### src/include/dcor_pkg.sv
// package: register map, field layout, reset values and timing for the ddc options block
package dcor_pkg;

	// ------------------------------------------------------------
	// register offsets (register port address)
	// ------------------------------------------------------------
	localparam logic [9:0] DCOR_OFF_FILTER_OPTIONS = 10'h210;  // downconv_filter_options
	localparam logic [9:0] DCOR_OFF_LEVEL_FIRST    = 10'h211;  // overrange_level_first
	localparam logic [9:0] DCOR_OFF_LEVEL_SECOND   = 10'h212;  // overrange_level_second
	localparam logic [9:0] DCOR_OFF_PIN_CONFIG     = 10'h213;  // overrange_pin_config
	localparam logic [9:0] DCOR_OFF_PRESET_SOURCE  = 10'h214;  // osc_preset_source
	localparam logic [9:0] DCOR_OFF_IRQ_STATUS     = 10'h21A;  // sticky overrange events
	localparam logic [9:0] DCOR_OFF_IRQ_MASK       = 10'h21B;  // interrupt mask

	// ------------------------------------------------------------
	// reset values
	// ------------------------------------------------------------
	localparam logic [7:0] DCOR_RST_FILTER_OPTIONS = 8'h00;
	localparam logic [7:0] DCOR_RST_LEVEL_FIRST    = 8'hF2;
	localparam logic [7:0] DCOR_RST_LEVEL_SECOND   = 8'hAB;
	localparam logic [7:0] DCOR_RST_PIN_CONFIG     = 8'h07;
	localparam logic [7:0] DCOR_RST_PRESET_SOURCE  = 8'h00;
	localparam logic [7:0] DCOR_RST_IRQ            = 8'h00;

	// ------------------------------------------------------------
	// field positions
	// ------------------------------------------------------------
	localparam int DCOR_BIT_GAIN_BOOST     = 0;  // filter options
	localparam int DCOR_BIT_SPECTRUM_FLIP  = 1;
	localparam int DCOR_BIT_HALF_HIGHPASS  = 2;
	localparam int DCOR_BIT_QUARTER_ALIAS  = 3;
	localparam int DCOR_BIT_PIN_ENABLE     = 3;  // pin config
	localparam int DCOR_LSB_STRETCH_EXP    = 0;  // pin config, 3 bits
	localparam int DCOR_LSB_PRESET_MODE    = 0;  // preset source, 2 bits

	// ------------------------------------------------------------
	// timing: monitoring period is base times two to the exponent
	// ------------------------------------------------------------
	localparam int DCOR_PERIOD_BASE_CYC = 8;     // device clock cycles
	localparam int DCOR_PERIOD_W        = 11;    // holds 8 * 2**7 - 1

	// preset source modes
	typedef enum logic [1:0] {
		DCOR_PRESET_REGISTER,
		DCOR_PRESET_SPLIT_PINS,
		DCOR_PRESET_SHARED_PINS,
		DCOR_PRESET_RESERVED
	} dcor_preset_e;

	// top eight bits of magnitude of a 12-bit two's complement sample, full scale 256
	function automatic logic [7:0] dcor_mag8(input logic [11:0] s);
		logic [11:0] a;
		a = s[11] ? 12'(~s + 12'h001) : s;
		dcor_mag8 = (a[11]) ? 8'hFF : a[10:3];
	endfunction : dcor_mag8

endpackage : dcor_pkg

### src/include/dcor_chan_if.sv
// interface: one channel of overrange detection between the register bank and a detector
`timescale 1ns/1ps
interface dcor_chan_if;
	logic [11:0] sample;       // channel sample
	logic        valid;        // sample strobe
	logic [7:0]  thr_first;    // level for flag 0
	logic [7:0]  thr_second;   // level for flag 1
	logic        period_tick;  // last cycle of monitoring period
	logic        pin_enable;   // gate for output pins
	logic [1:0]  flag_embed;   // per-sample status, never gated
	logic [1:0]  pin;          // stretched, gated pin levels
	logic [1:0]  hit;          // detection pulse this cycle

	modport det (input sample, valid, thr_first, thr_second, period_tick, pin_enable,
		output flag_embed, pin, hit);
	modport ctl (output sample, valid, thr_first, thr_second, period_tick, pin_enable,
		input flag_embed, pin, hit);
endinterface : dcor_chan_if

### src/hw/dcor_top.sv
// module: register bank for ddc options and overrange detection, with interrupt and pins
//
// Chosen here: the strobed register port.
`timescale 1ns/1ps

// Function
// - alias select picks quarter-rate filter bandwidth
// - half-rate select picks low-pass or high-pass
// - high-pass inverts spectrum; flip can cancel
// - flip only for enabled real output
// - flip negates every odd output sample
// - boost doubles complex output gain only
// - first threshold sets flag bit 0
// - second threshold sets flag bit 1
// - pin enable low holds four pins low
// - embedded flags ignore pin enable
// - pulse lasts at least 8 times 2^n
// - exponent doubles period, resets to seven
// - exponent change with link may shift phase
// - preset mode picks register or pin sources
module dcor_top #(
	parameter int DATA_W = 16
) (
	input  wire logic                clk_i,
	input  wire logic                rst_i,
	// register port
	input  wire logic [9:0]          reg_addr_i,
	input  wire logic [7:0]          reg_wdata_i,
	input  wire logic                reg_wr_i,
	input  wire logic                reg_rd_i,
	output logic      [7:0]          reg_rdata_o,
	// channel samples for overrange detection
	input  wire logic [11:0]         samp_a_i,
	input  wire logic [11:0]         samp_b_i,
	input  wire logic                samp_valid_i,
	// datapath context
	input  wire logic                ddc_enable_i,
	input  wire logic                ddc_complex_i,
	input  wire logic                serial_link_enable_i,
	// converter output stream
	input  wire logic [DATA_W-1:0]   ddc_data_i,
	input  wire logic                ddc_valid_i,
	output logic      [DATA_W-1:0]   ddc_data_o,
	output logic                     ddc_valid_o,
	// filter variant controls
	output logic                     quarter_decim_alias_select_o,
	output logic                     half_decim_highpass_select_o,
	// oscillator preset selection
	input  wire logic [3:0]          preset_select_register_i,
	input  wire logic [1:0]          path_a_preset_pins_i,
	input  wire logic [1:0]          path_b_preset_pins_i,
	output logic      [1:0]          active_preset_a_o,
	output logic      [1:0]          active_preset_b_o,
	// overrange pins and embedded status
	output logic                     chan_a_flag_first_pin_o,
	output logic                     chan_a_flag_second_pin_o,
	output logic                     chan_b_flag_first_pin_o,
	output logic                     chan_b_flag_second_pin_o,
	output logic      [1:0]          embed_flag_a_o,
	output logic      [1:0]          embed_flag_b_o,
	// interrupt
	output logic                     irq_o
);
	import dcor_pkg::*;

	// ------------------------------------------------------------
	// registers
	// ------------------------------------------------------------
	logic [7:0] filter_options_ff;  // downconv_filter_options
	logic [7:0] level_first_ff;     // overrange_level_first
	logic [7:0] level_second_ff;    // overrange_level_second
	logic [7:0] pin_config_ff;      // overrange_pin_config
	logic [7:0] preset_source_ff;   // osc_preset_source
	logic [3:0] irq_status_ff;      // sticky events: a0, a1, b0, b1
	logic [3:0] irq_mask_ff;        // one enables the matching status bit
	logic [7:0] rdata_ff;           // read answer, one cycle after strobe

	// ------------------------------------------------------------
	// address decode
	// ------------------------------------------------------------
	wire sel_filter   = (reg_addr_i == DCOR_OFF_FILTER_OPTIONS);
	wire sel_first    = (reg_addr_i == DCOR_OFF_LEVEL_FIRST);
	wire sel_second   = (reg_addr_i == DCOR_OFF_LEVEL_SECOND);
	wire sel_pin_cfg  = (reg_addr_i == DCOR_OFF_PIN_CONFIG);
	wire sel_preset   = (reg_addr_i == DCOR_OFF_PRESET_SOURCE);
	wire sel_status   = (reg_addr_i == DCOR_OFF_IRQ_STATUS);
	wire sel_mask     = (reg_addr_i == DCOR_OFF_IRQ_MASK);

	// write enables per register
	wire wr_filter    = reg_wr_i && sel_filter;
	wire wr_first     = reg_wr_i && sel_first;
	wire wr_second    = reg_wr_i && sel_second;
	wire wr_pin_cfg   = reg_wr_i && sel_pin_cfg;
	wire wr_preset    = reg_wr_i && sel_preset;
	wire wr_status    = reg_wr_i && sel_status;
	wire wr_mask      = reg_wr_i && sel_mask;

	// ------------------------------------------------------------
	// field views
	// ------------------------------------------------------------
	wire       f_boost     = filter_options_ff[DCOR_BIT_GAIN_BOOST];
	wire       f_flip      = filter_options_ff[DCOR_BIT_SPECTRUM_FLIP];
	wire       f_highpass  = filter_options_ff[DCOR_BIT_HALF_HIGHPASS];
	wire       f_alias     = filter_options_ff[DCOR_BIT_QUARTER_ALIAS];
	wire       pin_enable  = pin_config_ff[DCOR_BIT_PIN_ENABLE];
	wire [2:0] stretch_exp = pin_config_ff[DCOR_LSB_STRETCH_EXP +: 3];
	wire [1:0] preset_mode = preset_source_ff[DCOR_LSB_PRESET_MODE +: 2];

	// ------------------------------------------------------------
	// filter variant selection
	// ------------------------------------------------------------
	// 0: 80% band, over 80 dB; 1: 87.5% band, over 60 dB
	assign quarter_decim_alias_select_o = f_alias;
	// 0: low-pass response; 1: high-pass response
	assign half_decim_highpass_select_o = f_highpass;

	// flip acts only on a real stream out of an enabled converter;
	// with the high-pass response it undoes the inherent inversion
	wire flip_active  = f_flip && ddc_enable_i && !ddc_complex_i;
	// boost is meaningless outside complex decimation, so it is masked
	wire boost_active = f_boost && ddc_enable_i && ddc_complex_i;

	// ------------------------------------------------------------
	// output stream: flip and boost
	// ------------------------------------------------------------
	dcor_stream #(
		.W              (DATA_W)
	) u_stream (
		.clk_i          (clk_i),
		.rst_i          (rst_i),
		.flip_active_i  (flip_active),
		.boost_active_i (boost_active),
		.data_i         (ddc_data_i),
		.valid_i        (ddc_valid_i),
		.data_o         (ddc_data_o),
		.valid_o        (ddc_valid_o)
	);

	// ------------------------------------------------------------
	// monitoring period divider
	// ------------------------------------------------------------
	logic [DCOR_PERIOD_W-1:0] period_cnt_ff;  // cycles into current period
	logic [2:0]               exp_seen_ff;    // exponent the counter last ran on
	wire  [DCOR_PERIOD_W-1:0] period_last;    // terminal count
	wire                      period_tick;    // one-cycle enable at period end
	wire                      exp_changed;    // exponent written to a new value

	// period is base cycles doubled once per exponent step
	function automatic logic [DCOR_PERIOD_W-1:0] period_end(input logic [2:0] n);
		period_end = DCOR_PERIOD_W'((DCOR_PERIOD_BASE_CYC << n) - 1);
	endfunction : period_end

	assign period_last = period_end(stretch_exp);
	assign period_tick = (period_cnt_ff >= period_last);
	assign exp_changed = (stretch_exp != exp_seen_ff);

	// with the link idle the counter restarts cleanly on a new exponent;
	// with the link running it keeps counting so lane timing is untouched,
	// at the cost of a shifted period phase
	always_ff @(posedge clk_i or posedge rst_i) begin
		if (rst_i) begin
			period_cnt_ff <= '0;
			exp_seen_ff   <= DCOR_RST_PIN_CONFIG[DCOR_LSB_STRETCH_EXP +: 3];
		end else begin
			exp_seen_ff <= stretch_exp;
			if (exp_changed && !serial_link_enable_i) begin
				period_cnt_ff <= '0;
			end else if (period_tick) begin
				period_cnt_ff <= '0;
			end else begin
				period_cnt_ff <= period_cnt_ff + 1'b1;
			end
		end
	end

	// ------------------------------------------------------------
	// overrange detectors, one per channel
	// ------------------------------------------------------------
	dcor_chan_if chan_a ();
	dcor_chan_if chan_b ();

	assign chan_a.sample      = samp_a_i;
	assign chan_a.valid       = samp_valid_i;
	assign chan_a.thr_first   = level_first_ff;
	assign chan_a.thr_second  = level_second_ff;
	assign chan_a.period_tick = period_tick;
	assign chan_a.pin_enable  = pin_enable;
	assign chan_b.sample      = samp_b_i;
	assign chan_b.valid       = samp_valid_i;
	assign chan_b.thr_first   = level_first_ff;
	assign chan_b.thr_second  = level_second_ff;
	assign chan_b.period_tick = period_tick;
	assign chan_b.pin_enable  = pin_enable;

	dcor_ovr_det u_det_a (
		.clk_i (clk_i),
		.rst_i (rst_i),
		.ch    (chan_a)
	);

	dcor_ovr_det u_det_b (
		.clk_i (clk_i),
		.rst_i (rst_i),
		.ch    (chan_b)
	);

	// pins are gated inside the detector; embedded flags are not
	assign chan_a_flag_first_pin_o  = chan_a.pin[0];
	assign chan_a_flag_second_pin_o = chan_a.pin[1];
	assign chan_b_flag_first_pin_o  = chan_b.pin[0];
	assign chan_b_flag_second_pin_o = chan_b.pin[1];
	assign embed_flag_a_o           = chan_a.flag_embed;
	assign embed_flag_b_o           = chan_b.flag_embed;

	// ------------------------------------------------------------
	// oscillator preset source
	// ------------------------------------------------------------
	logic [1:0] pins_a_meta_ff;  // first stage, read only by second
	logic [1:0] pins_a_ff;       // synchronised path a pins
	logic [1:0] pins_b_meta_ff;
	logic [1:0] pins_b_ff;       // synchronised path b pins

	// preset pins are asynchronous to the device clock
	always_ff @(posedge clk_i or posedge rst_i) begin
		if (rst_i) begin
			pins_a_meta_ff <= 2'h0;
			pins_a_ff      <= 2'h0;
			pins_b_meta_ff <= 2'h0;
			pins_b_ff      <= 2'h0;
		end else begin
			pins_a_meta_ff <= path_a_preset_pins_i;
			pins_a_ff      <= pins_a_meta_ff;
			pins_b_meta_ff <= path_b_preset_pins_i;
			pins_b_ff      <= pins_b_meta_ff;
		end
	end

	logic [1:0] nxt_preset_a;  // chosen preset, path a
	logic [1:0] nxt_preset_b;  // chosen preset, path b

	// reserved mode falls back to the register so the paths stay defined
	always_comb begin
		unique case (dcor_preset_e'(preset_mode))
			DCOR_PRESET_SPLIT_PINS: begin
				nxt_preset_a = pins_a_ff;
				nxt_preset_b = pins_b_ff;
			end
			DCOR_PRESET_SHARED_PINS: begin
				nxt_preset_a = pins_a_ff;
				nxt_preset_b = pins_a_ff;
			end
			DCOR_PRESET_REGISTER, DCOR_PRESET_RESERVED: begin
				nxt_preset_a = preset_select_register_i[1:0];
				nxt_preset_b = preset_select_register_i[3:2];
			end
		endcase
	end

	always_ff @(posedge clk_i or posedge rst_i) begin
		if (rst_i) begin
			active_preset_a_o <= 2'h0;
			active_preset_b_o <= 2'h0;
		end else begin
			active_preset_a_o <= nxt_preset_a;
			active_preset_b_o <= nxt_preset_b;
		end
	end

	// ------------------------------------------------------------
	// interrupt: sticky events, write one to clear, set wins
	// ------------------------------------------------------------
	wire [3:0] irq_events = {chan_b.hit, chan_a.hit};
	wire [3:0] irq_clear  = wr_status ? reg_wdata_i[3:0] : 4'h0;

	always_ff @(posedge clk_i or posedge rst_i) begin
		if (rst_i) begin
			irq_status_ff <= DCOR_RST_IRQ[3:0];
		end else begin
			irq_status_ff <= (irq_status_ff & ~irq_clear) | irq_events;
		end
	end

	assign irq_o = |(irq_status_ff & irq_mask_ff);

	// ------------------------------------------------------------
	// register writes
	// ------------------------------------------------------------
	// reserved fields are stored as written and read back, except status and mask bits 7:4, which read zero
	always_ff @(posedge clk_i or posedge rst_i) begin
		if (rst_i) begin
			filter_options_ff <= DCOR_RST_FILTER_OPTIONS;
			level_first_ff    <= DCOR_RST_LEVEL_FIRST;
			level_second_ff   <= DCOR_RST_LEVEL_SECOND;
			pin_config_ff     <= DCOR_RST_PIN_CONFIG;
			preset_source_ff  <= DCOR_RST_PRESET_SOURCE;
			irq_mask_ff       <= DCOR_RST_IRQ[3:0];
		end else begin
			if (wr_filter) begin
				filter_options_ff <= reg_wdata_i;
			end
			if (wr_first) begin
				level_first_ff <= reg_wdata_i;
			end
			if (wr_second) begin
				level_second_ff <= reg_wdata_i;
			end
			if (wr_pin_cfg) begin
				pin_config_ff <= reg_wdata_i;
			end
			if (wr_preset) begin
				preset_source_ff <= reg_wdata_i;
			end
			if (wr_mask) begin
				irq_mask_ff <= reg_wdata_i[3:0];
			end
		end
	end

	// ------------------------------------------------------------
	// register reads
	// ------------------------------------------------------------
	logic [7:0] nxt_rdata;  // selected read value

	// unmapped addresses answer zero
	always_comb begin
		nxt_rdata = 8'h00;
		if (sel_filter) begin
			nxt_rdata = filter_options_ff;
		end else if (sel_first) begin
			nxt_rdata = level_first_ff;
		end else if (sel_second) begin
			nxt_rdata = level_second_ff;
		end else if (sel_pin_cfg) begin
			nxt_rdata = pin_config_ff;
		end else if (sel_preset) begin
			nxt_rdata = preset_source_ff;
		end else if (sel_status) begin
			nxt_rdata = {4'h0, irq_status_ff};
		end else if (sel_mask) begin
			nxt_rdata = {4'h0, irq_mask_ff};
		end
	end

	// data stand only in the cycle after the strobe, zero otherwise
	always_ff @(posedge clk_i or posedge rst_i) begin
		if (rst_i) begin
			rdata_ff <= 8'h00;
		end else begin
			rdata_ff <= reg_rd_i ? nxt_rdata : 8'h00;
		end
	end

	assign reg_rdata_o = rdata_ff;

endmodule : dcor_top

### src/hw/dcor_ovr_det.sv
// module: per-channel threshold compare and overrange pulse stretching
`timescale 1ns/1ps
module dcor_ovr_det (
	input wire logic  clk_i,
	input wire logic  rst_i,
	dcor_chan_if.det  ch
);
	import dcor_pkg::*;

	wire  [7:0] mag;       // scaled magnitude
	wire  [1:0] det;       // threshold reached this cycle
	logic [1:0] embed_ff;  // status riding with data
	logic [1:0] seen_ff;   // any hit in current period
	logic [1:0] pin_ff;    // stretched level before gating

	assign mag = dcor_mag8(ch.sample);
	assign det = ch.valid ? {(mag >= ch.thr_second), (mag >= ch.thr_first)} : 2'h0;

	// ------------------------------------------------------------
	// stretch: pin drops only at a period end with no hit in that period
	// ------------------------------------------------------------
	always_ff @(posedge clk_i or posedge rst_i) begin
		if (rst_i) begin
			embed_ff <= 2'h0;
			seen_ff  <= 2'h0;
			pin_ff   <= 2'h0;
		end else begin
			if (ch.valid) begin
				embed_ff <= det;
			end
			seen_ff <= ch.period_tick ? det : (seen_ff | det);
			pin_ff  <= ch.period_tick ? (det | seen_ff) : (pin_ff | det);
		end
	end

	assign ch.flag_embed = embed_ff;
	assign ch.pin        = pin_ff & {2{ch.pin_enable}};
	assign ch.hit        = det;
endmodule : dcor_ovr_det

### src/hw/dcor_stream.sv
// module: spectrum flip and complex gain boost on the converter output stream
`timescale 1ns/1ps
module dcor_stream #(
	parameter int W = 16
) (
	input  wire logic         clk_i,
	input  wire logic         rst_i,
	input  wire logic         flip_active_i,
	input  wire logic         boost_active_i,
	input  wire logic [W-1:0] data_i,
	input  wire logic         valid_i,
	output logic      [W-1:0] data_o,
	output logic              valid_o
);
	localparam logic [W-1:0] MAXP = {1'b0, {(W-1){1'b1}}};  // most positive
	localparam logic [W-1:0] MAXN = {1'b1, {(W-1){1'b0}}};  // most negative

	logic         odd_ff;  // parity of sample index
	wire  [W-1:0] neg;     // saturated negation
	wire  [W-1:0] dbl;     // saturated doubling
	wire  [W-1:0] nxt_data;

	assign neg = (data_i == MAXN) ? MAXP : W'(~data_i + 1'b1);
	// doubling overflows when the two top bits differ: clip instead of wrap
	assign dbl = (data_i[W-1] != data_i[W-2]) ? (data_i[W-1] ? MAXN : MAXP)
		: {data_i[W-2:0], 1'b0};
	assign nxt_data = boost_active_i ? dbl
		: ((flip_active_i && odd_ff) ? neg : data_i);

	// ------------------------------------------------------------
	// output register and sample parity
	// ------------------------------------------------------------
	always_ff @(posedge clk_i or posedge rst_i) begin
		if (rst_i) begin
			odd_ff  <= 1'b0;
			data_o  <= '0;
			valid_o <= 1'b0;
		end else begin
			valid_o <= valid_i;
			if (valid_i) begin
				odd_ff <= ~odd_ff;
				data_o <= nxt_data;
			end
		end
	end
endmodule : dcor_stream

### config.mk
export PLATFORM = sky130hd
export DESIGN_NAME = dcor_top
export DESIGN_NICKNAME = d
export VERILOG_FILES = /design/src/include/dcor_pkg.sv /design/src/include/dcor_chan_if.sv /design/src/hw/dcor_top.sv /design/src/hw/dcor_ovr_det.sv /design/src/hw/dcor_stream.sv
export SDC_FILE = /design/constraint.sdc
export NUM_CORES = 1
export LEC_CHECK = 0
export ABC_AREA = 1
export BUFFER_PORTS_ARGS = -buffer_cell sky130_fd_sc_hd__clkbuf_2
export CAP_MARGIN = 30
export CORE_ASPECT_RATIO = 1.4
export CORE_UTILIZATION = 53
export CTS_CLUSTER_DIAMETER = 100
export CTS_CLUSTER_SIZE = 20
export DETAILED_ROUTE_END_ITERATION = 6
export GPL_TIMING_DRIVEN = 0
export PLACE_DENSITY = 0.76
export SLEW_MARGIN = 40
export SYNTH_ARGS = -nofsm -noshare
export SYNTH_HDL_FRONTEND = slang
export SYNTH_SLANG_ARGS = --single-unit
### constraint.sdc
create_clock -name clk_i -period 5.65 [get_ports clk_i]
set_clock_uncertainty 0.2 [all_clocks]
set_input_delay 1.695 -clock clk_i [delete_from_list [all_inputs] [get_ports clk_i]]
set_output_delay 1.695 -clock clk_i [all_outputs]
set_load 0.005 [all_outputs]
# --- After elaboration in Yosys (flattened, before gate mapping) ---
# Cells that the tools add are included.
# W data, S select, Z words.
classes:
  add_sub_neg: 5
  magnitude_cmp: 5
  n_eq_ne: 13
  n_shift: 1
  mux: 28
  bitwise: 14
  n_reduce_logical: 19
op_table:
  columns: ["op", "count"]
  rows:
  - ["$mux W16", 5]
  - ["$eq A10 B10 Y1 const B", 7]
  - ["$mux W8", 8]
  - ["$ge A8 B8 Y1", 4]
  - ["$add A12 B1 Y12 const B", 2]
  - ["$mux W12", 2]
  - ["$not A12 Y12", 2]
  - ["$mux W11", 2]
  - ["$add A16 B1 Y16 const B", 1]
  - ["$eq A16 B16 Y1 const B", 1]
  - ["$not A16 Y16", 1]
  - ["$logic_and A1 B1 Y1", 13]
  - ["$mux W2", 6]
  - ["$mux W4", 3]
  - ["$add A11 B1 Y11 const B", 1]
  - ["$ge A11 B11 Y1", 1]
  - ["$shl A4 B3 Y11 const A", 1]
  - ["$sub A11 B2 Y11 const B", 1]
  - ["$and A4 B4 Y4", 2]
  - ["$or A2 B2 Y2", 4]
  - ["$pmux W2 S3", 1]
  - ["$and A2 B2 Y2", 2]
  - ["$eq A2 B2 Y1 const B", 2]
  - ["$not A4 Y4", 1]
  - ["other kinds (10)", 12]
word_totals:
  register_bits: 112
  input_bits: 75
  output_inout_bits: 40
  wordCells: 110

# --- Longest topological paths before layout ---
# Gate-level depths: netlist of run 1.
logic_depth:
  ltp_word: 9
  ltp_mapped: 18
  depth_no_buf: 18

# --- Cells and area by module ---
# Synthesis of run 1 repeated with hierarchy kept, for this count alone.
unflattened:
  cells_unflattened: 960
  area_unflattened_um2: 7293.2
modules_own_cells:
  columns: ["module", "instances", "cells_each", "area_per_inst_um2", "seq_area_each_um2"]
  rows:
  - ["dcor_top", 1, 444, 3976.3, 2072.0]
  - ["dcor_ovr_det", 2, 149, 942.2, 150.1]
  - ["dcor_stream", 1, 218, 1432.6, 450.4]

# --- Worst setup path before layout of run 1 ---
# No wires, ideal clock.
synth_path:
  path_type: "input-to-reg"
  from: "in samp_b_i[0]"
  to: "reg u_det_b.seen_ff[0]"
  setup_time_ns: 0.128
  arrival_ns: 3.463
  slack_ns: 1.859
  path_stages: 16
  cell_sequence: "nor2_1 > nand3b_1 > nor2_1 > nand2_1 > nor2_1 > nand4_1 > nand2_1 > ha_1 > inv_1 > nor2_1 > o21ai_0 > nand2_1 > nand2_1 > o2111ai_1 > nand2_1 > o21ai_0"
synth_via:
  elab_chain_cells: 8
synth_lines:
  columns: ["item", "line", "text"]
  rows:
  - ["start: declaration", "dcor_top.sv:34", "input wire logic [11:0] samp_b_i,"]
  - ["$not A12 Y12 (*)", "dcor_pkg.sv:53", "a = s[11] ? 12'(~s + 12'h001) : s;"]
  - ["$add A12 B1 Y12 (*)", "dcor_pkg.sv:53", null]
  - ["$mux W12 (*)", "dcor_pkg.sv:53", null]
  - ["$mux W8 (*)", "dcor_pkg.sv:54", "dcor_mag8 = (a[11]) ? 8'hFF : a[10:3];"]
  - ["$ge A8 B8 Y1 (*)", "dcor_ovr_det.sv:17", "assign det = ch.valid ? {(mag >= ch.thr_second), (mag >= ch.thr_first)} : 2'h0;"]
  - ["$mux W2 (*)", "dcor_ovr_det.sv:17", null]
  - ["$or A2 B2 Y2", "dcor_ovr_det.sv:31", "seen_ff <= ch.period_tick ? det : (seen_ff | det);"]
  - ["$mux W2 (*)", "dcor_ovr_det.sv:31", null]
  - ["end signal: assignment", "dcor_ovr_det.sv:31", null]
  - ["end: declaration", "dcor_ovr_det.sv:13", "logic [1:0] seen_ff;"]
# Every way passes the cells marked *; elsewhere a longest branch is shown, timed or not.
# A chain may end at the register's enable or synchronous reset.

# --- Final worst setup path of run 1 ---
# Ends and elaborated chain as after synthesis.

==> summary.md, run 1 <==
| Metric | Value |
|---|---|
| Critical-path maximum fanout | `7` |
| Vias in the first global route | `6053` |
| Final hold vios | `0` |
| Data required, critical path | `5.67 ns` |
| Via count | `6547` |
| Avg Cell Area, Syn | `7.55 um2` |
| Die W | `slightly below 100 um` |
| CTS tree | `done` |
| Via/cell ratio | `5.42` |
| Fmax achieved | `around 250 MHz` |
| Worst Hold Class | `reg2reg` |
| Wl on met1 | `between 7000 and 8000 um` |
| CTS root buf | `clkbuf_16` |
| DIE AREA | `13700 um2` |
| Commonest non-fill, non-tap cell in the layout | `nand2_1` |
| Met2 routed WL | `8980 um` |
| Worst skew pair latency | `0.35 ns` |
| Peak supply drop | `roughly 0.14 mV` |
| Startpoint Class | `primary input` |
| Initial drt markers | `307` |
| CTS Hold Buffers Added | `0` |
| Die Y | `138 um` |
| Post-CTS setup buffers | `0` |
| Synth Instances | `927` |
| Fillcell total | `1207` |
| Residual DRC | `0` |
| # port buffers | `112` |
| Yosys top cell area share | `34.3%` |
| Pre-CTS setup slack | `1.30 ns` |
| Min setup slack post-route | `1.62 ns` |
| Reg area | `2820 um2` |
| GR Overflow Total | `0` |
| CTS H-tree lvls | `3` |
| IO Pins | `115` |
| Synth Register Bits | `112` |
| DRT Pass-1 Iters | `5` |
| Ranking of synthesized cells by area | `dfrtp_1, nand2_1, ha_1` |
| Post-DP HPWL | `approximately 14000 um` |
| DRT antenna net count | `0` |
| Worst Path Arrival | `4.04 ns` |
| Final Cycle Share | `71.3%` |
| Nets | `about 1200` |
| Ys Warns | `0` |
| Max_cap viols | `0` |
| Area of the multi-input gates | `3670 um2` |
| P_leak | `4.17 nW` |
| Yosys top cell by area | `dfrtp_1` |
| Slew Limit Fails | `0` |
| Largest net degree at the start of global routing | `58` |
| RSZ-0062 raised after global routing | `false` |
| Post_cts resized | `0` |
| Final setup violation count | `0` |
| Proportion of layout cells with a drive suffix above 1 | `17.6%` |
| Number of CTS-inserted buffers | `9` |
| Mapped cell area | `around 7000 um2` |
| Area Growth Syn to Fin | `15.3%` |
| CTS Sinks | `112` |
| Antenna cells | `0` |
| Hold_ws | `0.151 ns` |
| Highest Signal Layer | `met4` |
| First-pass GRT wire length | `28300 um` |
| Core region area | `12900 um2` |
| Clock tree buffer depth | `2` |
| Initial Util | `54.4%` |
| Relative slew slack | `about 53%` |
| Worst slew pin tran | `0.702 ns` |
| PwrDens | `242 nW/um2` |
| Wire length per cell | `14.5 um` |
| Setup CP Type | `in2reg` |
| Syn_nets | `1050` |
| Synth cell types | `38` |
| Element type at the critical path end | `flop` |
| GPL Wtd Cong | `a little under 0.9` |
| Outcome | `complete, no violations` |
| Initial antenna violation count | `0` |
| Post-synthesis sequential area ratio | `40.3%` |
| Routed met3 length | `785 um` |
| Final Critical Period | `4.03 ns` |
| Total GRT Usage | `26.6%` |
| Site row count | `49` |
| Clock slew at reported path FFs | `0.07 ns` |
| Most frequent cells in the layout | `nand2_1, clkbuf_2, inv_1` |
| Detailed Route WL | `17600 um` |
==> critical path, stage by stage <==
cell	delay (ns)
clkbuf_2	0.08
nor2_1	0.13
nand3b_1	0.11
nor2_1	0.21
nand2_1	0.11
nor2_1	0.17
nand4_1	0.27
nand2_1	0.19
ha_1	0.26
inv_1	0.06
nor2_1	0.03
o21ai_0	0.18
nand2_1	0.08
nand2_1	0.06
o2111ai_1	0.12
nand2_1	0.15
o21ai_0	0.12
==> through the flow <==
step | TNS (ns) | util (%) | cell area (um2) | std cells | power [mW]
after floorplan | 0 | - | 7000 | 927 | 1.22
after global placement | -36.72 | 60.2 | 7750 | 1192 | 1.34
after detailed placement | 0 | 60.5 | 7790 | 1193 | 1.37
after CTS | 0 | 62.7 | 8070 | 1209 | 1.96
after global routing | 0 | 62.7 | 8070 | 1209 | 2.07
final | 0 | 62.7 | 8070 | 1209 | 1.95
==> synthesized netlist by cell type, drive strengths merged <==
cell	count
inv	111
nand3	52
nand2	281
and3	1
dfstp	16
xnor2	4
or2	3
nor4	1
a31oi	14
xor2	18
nor2	73
o2111ai	8
buf	9
a21oi	34
o21ai	80
ha	48
nand4	27
nand3b	5
conb	1
o21a	4
mux2	2
o211ai	4
clkbuf	12
dfrtp	96
nor3b	2
nor3	19
a31o	2
==> layout make-up <==
| class | instances | area share [%] |
|---|---|---|
| repair buffers | 113 | 7.29 |
| clock inverters | 6 | 0.543 |
| multi-input cells | 683 | 45.5 |
| inverters | 111 | 5.26 |
| well taps | 153 | 2.37 |
| plain buffers | 21 | 1.15 |
| flip-flops and latches | 112 | 35.0 |
| clock buffers | 10 | 2.96 |
==> report_power, final <==
group          internal, mW  switching [mW]  total, mW
sequential            0.874          0.0525      0.926
clock                 0.313           0.290      0.603
combinational         0.160           0.264      0.423
total                  1.35           0.606       1.95
==> final timing paths <==
check                                  start  slack [ns]                 end  cells past startpoint
max in group asynchronous              rst_i        3.45      exp_seen_ff[2]                      3
min reg2reg                pins_b_meta_ff[0]        0.15        pins_b_ff[0]                      0
min in group asynchronous              rst_i        1.14  u_stream.data_o[3]                      2
min                        pins_b_meta_ff[0]        0.15        pins_b_ff[0]                      0
max                              samp_b_i[0]        1.62  u_det_b.seen_ff[0]                     17
max reg2reg                 pin_config_ff[2]        2.87    period_cnt_ff[7]                      9
==> state kept, by name (all words and copies together), names as in the netlist, 3 cells and up <==
register           cells
irq_status_ff          4
chan_a.thr_second      8
exp_seen_ff            3
pin_config_ff          8
irq_mask_ff            4
u_stream.data_o       16
preset_source_ff       8
period_cnt_ff         11
filter_options_ff      8
chan_a.thr_first       8
reg_rdata_o            8
==> logic make-up (layout without fill, tap and decap cells) <==
family / after synthesis / after routing / synth area share [%]
adders and majority gates: 48 / 48 / 8.58
DFF: 112 / 112 / 40.3
other: 1 / 1 / 0.0536
xor gates and xnor gates: 22 / 22 / 2.75
and+or+nand+nor: 464 / 464 / 29.1
muxes: 2 / 2 / 0.322
buffers and inverters: 132 / 261 / 7.27
AOI/OAI and AO/OA: 146 / 146 / 11.6
==> routing by layer <==
metal  vias up  global-route usage, %
met5         -                      0
met1      3031                   30.9
met2       171                   48.4
met3        42                   5.04
met4         0                   10.5
li1       3303                      -
Note: power is estimated with default switching activity, not from simulation.
==> inputs of run 2 (changes only) <==
- CORE_UTILIZATION: 53 -> 52
- PLACE_DENSITY: 0.76 -> 0.77
- clock period: 5.65 -> 3.43 ns (I/O delays scaled with it)
==> run 2 against run 1 <==
Count of clock-buffer cells in the layout increased by 1. Hold slack better by 0.0013 ns. Non-clock buffer count is 6 higher. Die area up 1.9%. Cell count increased by 2.6%. Cell area increased by 2.2%. Via count decreased by 0.17%.
==> summary.md, run 2 (synthesis gave the netlist of run 1 again) <==
| Metric | Value |
|---|---|
| Outcome | `complete, no violations` |
| PwrDens | `403 nW/um2 (+67%)` |
| Inst Count DP | `1221 (+2.3%)` |
| Wl on met1 | `7220 um (-1.1%)` |
| Reg2reg path depth | `9 (unchanged)` |
| Initial Util | `53.9% (-0.51 points)` |
| Worst Hold Class | `reg2reg` |
| Commonest non-fill, non-tap cell in the layout | `nand2_1` |
| Reg-to-reg slack, setup | `0.61 ns (-2.26 ns)` |
| Antenna cells | `0 (unchanged)` |
| Critical-path maximum fanout | `6 (-1)` |
| Pwr Total | `3.32 mW (+70%)` |
| Via/cell ratio | `5.27 (-2.7%)` |
| Final Cycle Share | `95.2%` |
| Max_cap viols | `0 (unchanged)` |
| GR Overflow Total | `0 (unchanged)` |
| Most frequent cells in the layout | `nand2_1, clkbuf_2, inv_1` |
| Max FFs per register | `16 (unchanged)` |
| Proportion of layout cells with a drive suffix above 1 | `18.7% (+1.1 points)` |
| Initial antenna violation count | `0 (unchanged)` |
| Startpoint Class | `primary input` |
| Highest Signal Layer | `met4` |
| Origin of the worst min-delay path | `pins_b_meta_ff[0]` |
| CTS tree | `done` |
| Number of CTS-inserted buffers | `9 (unchanged)` |
| Core region area | `13000 um2 (+0.95%)` |
| Vias in the first global route | `6251 (+3.3%)` |
| Biggest regs | `u_stream.data_o: 16 flops, period_cnt_ff: 11 flops` |
| # port buffers | `112 (unchanged)` |
| GPL Wtd Cong | `0.927 (+4.0%)` |
| Routed met3 length | `751 um (-4.3%)` |
| Data required, critical path | `3.46 ns (-2.21 ns)` |
| Relative slew slack | `55.8% (+2.8 points)` |
| Detailed Route WL | `17700 um (+0.93%)` |
| Die Y | `139 um (+0.94%)` |
| DRT Pass-1 Iters | `5 (unchanged)` |
| Element type at the critical path end | `flop` |
| DIE AREA | `13900 um2 (+1.9%)` |
| Worst skew pair latency | `0.35 ns (about the same)` |
| RR Endpoint | `period_cnt_ff[7]` |
| Final Critical Period | `3.27 ns` |
| First-pass GRT wire length | `29000 um (+2.6%)` |
| Cells on Worst Hold Path | `0 (unchanged)` |
| Pre-CTS setup slack | `-0.316 ns (-1.62 ns)` |
| Min setup slack post-route | `0.164 ns (-1.46 ns)` |
| Clock tree buffer depth | `2 (unchanged)` |
| Die W | `100 um (+0.94%)` |
| Count of non-filler cells in the finished layout | `1240 (+2.6%)` |
| Nets | `1180 (+0.51%)` |
| Final setup violation count | `0 (unchanged)` |
| CTS root buf | `clkbuf_16` |
| Wire length per cell | `14.3 um (-1.6%)` |
| Worst Hold Endpoint | `pins_b_ff[0]` |
| Slew Limit Fails | `0 (unchanged)` |
| Via count | `6536 (-0.17%)` |
| Residual DRC | `0 (unchanged)` |
| Reg with most FFs | `u_stream.data_o` |
| Worst slew pin tran | `0.660 ns (-0.0423 ns)` |
| CTS H-tree lvls | `3 (unchanged)` |
| Area Growth Syn to Fin | `17.8%` |
| Reg2reg start | `pin_config_ff[2]` |
| Clock slew at reported path FFs | `0.07 ns (about the same)` |
| CP startpoint | `samp_b_i[0]` |
| DRT antenna net count | `0 (unchanged)` |
| Initial drt markers | `321 (+4.6%)` |
| Peak supply drop | `0.225 mV (+61%)` |
| Total GRT Usage | `26.5% (-0.12 points)` |
| Fmax achieved | `around 310 MHz` |
| Site row count | `49 (unchanged)` |
| Worst Path Arrival | `3.30 ns (-0.74 ns)` |
| Met2 routed WL | `9190 um (+2.4%)` |
| Post-DP HPWL | `13900 um (+1.2%)` |
| Final hold vios | `0 (unchanged)` |
| Setup CP Type | `in2reg` |
| IO Pins | `115 (unchanged)` |
| CTS Sinks | `112 (unchanged)` |
| P_leak | `4.22 nW (+1.1%)` |
| Largest net degree at the start of global routing | `27 (-53%)` |
-- run 2: changes by cell type in the layout (fill, tap and decap cells not counted), moves of 2 or more --
cell / delta
buf_12: +3
buf_4: +3
nand2_2: +2
nand2_1: -2
clkinv_2: -2
nor2_2: +3
clkinvlp_4: +2
nor2_1: -3
-- run 2: final cells by class --
type	instances	area (um2)
Fill cell	1230	4750
Multi-Input combinational cell	683	3700
Sequential cell	112	2820
Timing Repair Buffer	119	671
Inverter	111	420
Clock buffer	11	253
Tap cell	178	223
Buffer	21	92.6
Clock inverter	5	62.6
-- run 2: how the worst max path moves through the flow --
stage | end | slack, ns | depth (start not counted)
after floorplan | u_det_b.seen_ff[0] | 0.30 | 16
after global placement | u_det_b.seen_ff[0] | -0.26 | 17
after detailed placement | u_det_b.seen_ff[0] | -0.32 | 17
after CTS | u_det_b.seen_ff[0] | 0.06 | 17
after global routing | u_det_b.seen_ff[0] | -0.02 | 17
final | u_det_b.seen_ff[0] | 0.16 | 16
-- run 2: critical path, cell delays in order --
cell,delay [ns]
clkbuf_2,0.08
nor2_1,0.14
nand3b_1,0.13
nor2_2,0.18
nand2_1,0.11
nor2_2,0.13
nand4_1,0.24
buf_4,0.23
nand3_1,0.12
ha_1,0.28
nand2_1,0.08
nor2_1,0.05
nand4_1,0.07
o2111ai_1,0.18
nand2_2,0.15
o21ai_0,0.10
-- run 2: power breakdown --
group | leakage (nW) | internal, mW | switching [mW]
combinational | 2.70 | 0.270 | 0.437
sequential | 1.37 | 1.44 | 0.0864
clock | 0.148 | 0.610 | 0.481
total | 4.22 | 2.32 | 1.00
-- run 2: timing repair --
| action | 4_1_cts | 5_1_grt |
|---|---|---|
| hold buffers | 0 | 0 |
| setup endpoints to repair | 0 | 16 |
| buffers inserted | 0 | 3 |
| gates resized for setup | 0 | 8 |
-- run 2: layer usage --
layer,GRT usage [%],vias to the layer above
met5,0,-
met4,11.7,0
met3,4.37,45
met2,47.4,158
met1,30.7,3014
li1,-,3319
-- run 2: through the flow --
step	instance area (um2)	util (%)	hold WS, ns	setup TNS, ns
floorplan	7000	-	0.131	0
global placement	7790	59.9	0.133	-2.43
detailed placement	7880	60.6	0.137	-2.96
CTS	8190	63.0	0.154	0
global route	8240	63.4	0.173	-0.0239
finish	8240	63.4	0.152	0
==> inputs of run 3 (changes only) <==
- SYNTH_HIERARCHICAL: default -> 1
==> run 3 against run 2 <==
Total power fell by 2.5%. Cell area rose by 2.2%. Fmax rose by 14%. Non-clock buffer count fell by 6. Synthesized cell count rose by 3.6%. Largest cell class unchanged.
==> summary.md, run 3 <==
| Metric | Value |
|---|---|
| Ys Warns | `6 (+6)` |
| Post-CTS setup buffers | `0 (unchanged)` |
| Fin Setup TNS | `0 ns (unchanged)` |
| Proportion of layout cells with a drive suffix above 1 | `21.5% (+2.7 points)` |
| Slew Limit Fails | `0 (unchanged)` |
| Die Y | `142 um (+2.0%)` |
| Share of flip-flops with an asynchronous set or reset | `100% (unchanged)` |
| Largest net degree at the start of global routing | `61 (+130%)` |
| Worst slew pin tran | `0.693 ns (+0.0333 ns)` |
| IO Pins | `115 (unchanged)` |
| Yosys top cell area share | `32.9% (-1.4 points)` |
| Worst Hold Class | `reg2reg` |
| DRT antenna net count | `0 (unchanged)` |
| Max_cap viols | `0 (unchanged)` |
| First-pass GRT wire length | `29300 um (+1.3%)` |
| Antenna cells | `0 (unchanged)` |
| Via/cell ratio | `5.16 (-2.1%)` |
| Min setup slack post-route | `0.560 ns (+0.397 ns)` |
| Reg area | `2820 um2 (unchanged)` |
| Max FFs per register | `16 (unchanged)` |
| Hold_ws | `0.155 ns (+0.00209 ns)` |
| GPL Wtd Cong | `0.990 (+6.8%)` |
| Syn_nets | `1083 (+3.1%)` |
| Element type at the critical path end | `flop` |
| Synth Register Bits | `112 (unchanged)` |
| Peak supply drop | `0.264 mV (+18%)` |
| Reg2reg start | `pin_config_ff[0]` |
| CTS Hold Buffers Added | `0 (unchanged)` |
| Final Critical Period | `2.87 ns (-0.397 ns)` |
| Die W | `102 um (+2.0%)` |
| Reg-to-reg slack, setup | `0.60 ns (about the same)` |
| CP max-delay cell | `ha_1` |
| Clock tree buffer depth | `2 (unchanged)` |
| Pre-CTS setup slack | `0.175 ns (+0.490 ns)` |
| Total GRT Usage | `26.0% (-0.45 points)` |
| Ranking of synthesized cells by area | `dfrtp_1, nand2_1, ha_1` |
| Vias in the first global route | `6317 (+1.1%)` |
| Crit path top cell by count | `nor2_1` |
| Relative slew slack | `53.5% (-2.3 points)` |
| Site row count | `50 (+2.0%)` |
| Synth cell types | `42 (+11%)` |
| Crit-path cells | `clkbuf_2 > nor2_2 > nand2_2 > nor2_4 > nor2_1 > nand2_1 > nand3_1 > ha_1 > a21oi_1 > nor2_1 > nor2_1 > nand3_1 > nand2_1 > inv_1 > o21bai_1` |
| Worst skew pair latency | `0.36 ns (about the same)` |
| Mapped cell area | `7290 um2 (+4.2%)` |
| Synth cell count leaders | `nand2_1, inv_1, dfrtp_1` |
| Residual DRC | `0 (unchanged)` |
| Biggest regs | `u_stream/data_o: 16 flops, period_cnt_ff: 11 flops` |
| PwrDens | `385 nW/um2 (-4.6%)` |
| Worst Path Arrival | `2.92 ns (-0.38 ns)` |
| Via count | `6558 (+0.34%)` |
| RSZ-0062 raised after global routing | `false` |
| Reg2reg path depth | `10 (+1)` |
| CTS Sinks | `112 (unchanged)` |
| Startpoint Class | `primary input` |
| Yosys top cell by area | `dfrtp_1` |
| Ys flop type | `dfrtp_1` |
| Initial drt markers | `311 (-3.1%)` |
| P_leak | `4.33 nW (+2.6%)` |
| Clock slew at reported path FFs | `0.08 ns (about the same)` |
| Final hold vios | `0 (unchanged)` |
| DRT Pass-1 Iters | `6 (+1)` |
| Area Growth Syn to Fin | `15.5%` |
| CP startpoint | `samp_b_i[3]` |
| CP endpoint | `irq_status_ff[2]` |
| GR Overflow Total | `0 (unchanged)` |
| Post-DP HPWL | `14300 um (+2.8%)` |
| Detailed Route WL | `17800 um (+0.53%)` |
| Avg Cell Area, Syn | `7.60 um2 (+0.60%)` |
| CTS root buf | `clkbuf_16` |
| Crit path max-delay family | `simple AND/OR/NAND/NOR gates` |
| Commonest non-fill, non-tap cell in the layout | `nand2_1` |
| CTS H-tree lvls | `3 (unchanged)` |
| Wire length per cell | `14.0 um (-1.9%)` |
| Fillcell total | `1264 (+2.8%)` |
| Initial Util | `54.0% (+0.11 points)` |
| CP max stage delay | `0.32 ns (+0.04 ns)` |
| Nets | `1207 (+2.3%)` |
| Data required, critical path | `3.48 ns (+0.02 ns)` |
| Most frequent cells in the layout | `nand2_1, inv_1, clkbuf_2` |
| Reg with most FFs | `u_stream/data_o` |
| Most frequent cell after synthesis | `nand2_1` |
| Area of the multi-input gates | `3770 um2 (+1.9%)` |
| Initial antenna violation count | `0 (unchanged)` |
| Number of CTS-inserted buffers | `9 (unchanged)` |
| Setup CP Type | `in2reg` |
| Number of synthesized flops with an enable pin | `0 (unchanged)` |
| Final Cycle Share | `83.7% (-12 points)` |
| Levels on crit path | `15 (-1)` |
| # port buffers | `112 (unchanged)` |
| Core region area | `13500 um2 (+4.0%)` |
| Post-synthesis sequential area ratio | `38.7% (-1.6 points)` |
| Fmax achieved | `348 MHz (+14%)` |
| Outcome | `complete, no violations` |
| Synth Instances | `960 (+3.6%)` |
| Critical-path maximum fanout | `5 (-1)` |
| Buf/Inv on CP | `2 (unchanged)` |
| Post_cts resized | `0 (unchanged)` |
| CTS tree | `done` |
| Final setup violation count | `0 (unchanged)` |
| RR Endpoint | `u_det_b/pin_ff[0]` |
| DIE AREA | `14500 um2 (+4.1%)` |
## run 3: cell types whose count changed in the layout (fill, tap and decap cells not counted), moves of 10 or more
cell | before | now
o21ai_0 | 53 | 66
nand4_1 | 27 | 16
nand2_1 | 273 | 244
a21oi_1 | 33 | 46
a31oi_1 | 14 | 0
o21ai_1 | 27 | 9
o21ai_2 | 0 | 10
inv_1 | 105 | 138
nand3_1 | 47 | 61
## run 3: worst min-delay path by stage
| stage | start | endpoint | slack (ns) | cells after the start |
|---|---|---|---|---|
| finish | pins_a_meta_ff[1] | pins_a_ff[1] | 0.15 | 0 |
| global route | pins_a_meta_ff[1] | pins_a_ff[1] | 0.17 | 0 |
| CTS | pins_b_meta_ff[0] | pins_b_ff[0] | 0.16 | 0 |
| detailed placement | pins_b_meta_ff[0] | pins_b_ff[0] | 0.14 | 0 |
| global placement | pins_b_meta_ff[1] | pins_b_ff[1] | 0.13 | 0 |
| floorplan | pins_a_meta_ff[0] | pins_a_ff[0] | 0.13 | 0 |
## run 3: report_power, final
part	internal [mW]	switching [mW]
sequential	1.43	0.0808
clock	0.532	0.547
combinational	0.259	0.393
total	2.22	1.02
## run 3: per-layer routing
layer,track usage (%),up-vias,routed length (um)
li1,-,3328,-
met1,30.9,3009,7050
met2,46.2,168,9380
met3,3.54,53,651
met4,11.3,0,741
met5,0,-,0
## run 3: cell families after synthesis
kind of cell | synth area share (%)
AOI/OAI and AO/OA | 11.1
xor gates and xnor gates | 2.04
adders and majority gates | 8.23
buffers and inverters | 9.61
DFF | 38.7
muxes | 0.858
other | 0.0514
and+or+nand+nor | 29.4
## run 3: worst reg2reg max path: stages (launching register included)
cell      delay, ns
dfstp_2        0.54
clkbuf_1       0.29
nand3_1        0.13
ha_1           0.31
inv_1          0.06
nor3_1         0.25
nand3_1        0.10
nand4_1        0.19
buf_2          0.35
mux2i_1        0.23
nand2_1        0.08
## run 3: layout make-up
| class | instances | share of cell area [%] |
|---|---|---|
| tap | 182 | 2.70 |
| timing repair buffer | 113 | 6.98 |
| clock inverter | 7 | 1.02 |
| sequential | 112 | 33.5 |
| inverter | 149 | 6.71 |
| buffer | 21 | 1.66 |
| clock buffer | 9 | 2.67 |
| multi-input combinational | 678 | 44.7 |
## run 3: metrics by stage
stage,area [um2],total power [mW],utilization (%),cells
final,8430,3.24,62.4,1271
after global routing,8430,3.43,62.4,1271
after CTS,8430,3.26,62.4,1271
after detailed placement,8110,2.19,60.0,1255
after global placement,8080,2.15,59.8,1254
after floorplan,7290,1.95,-,960
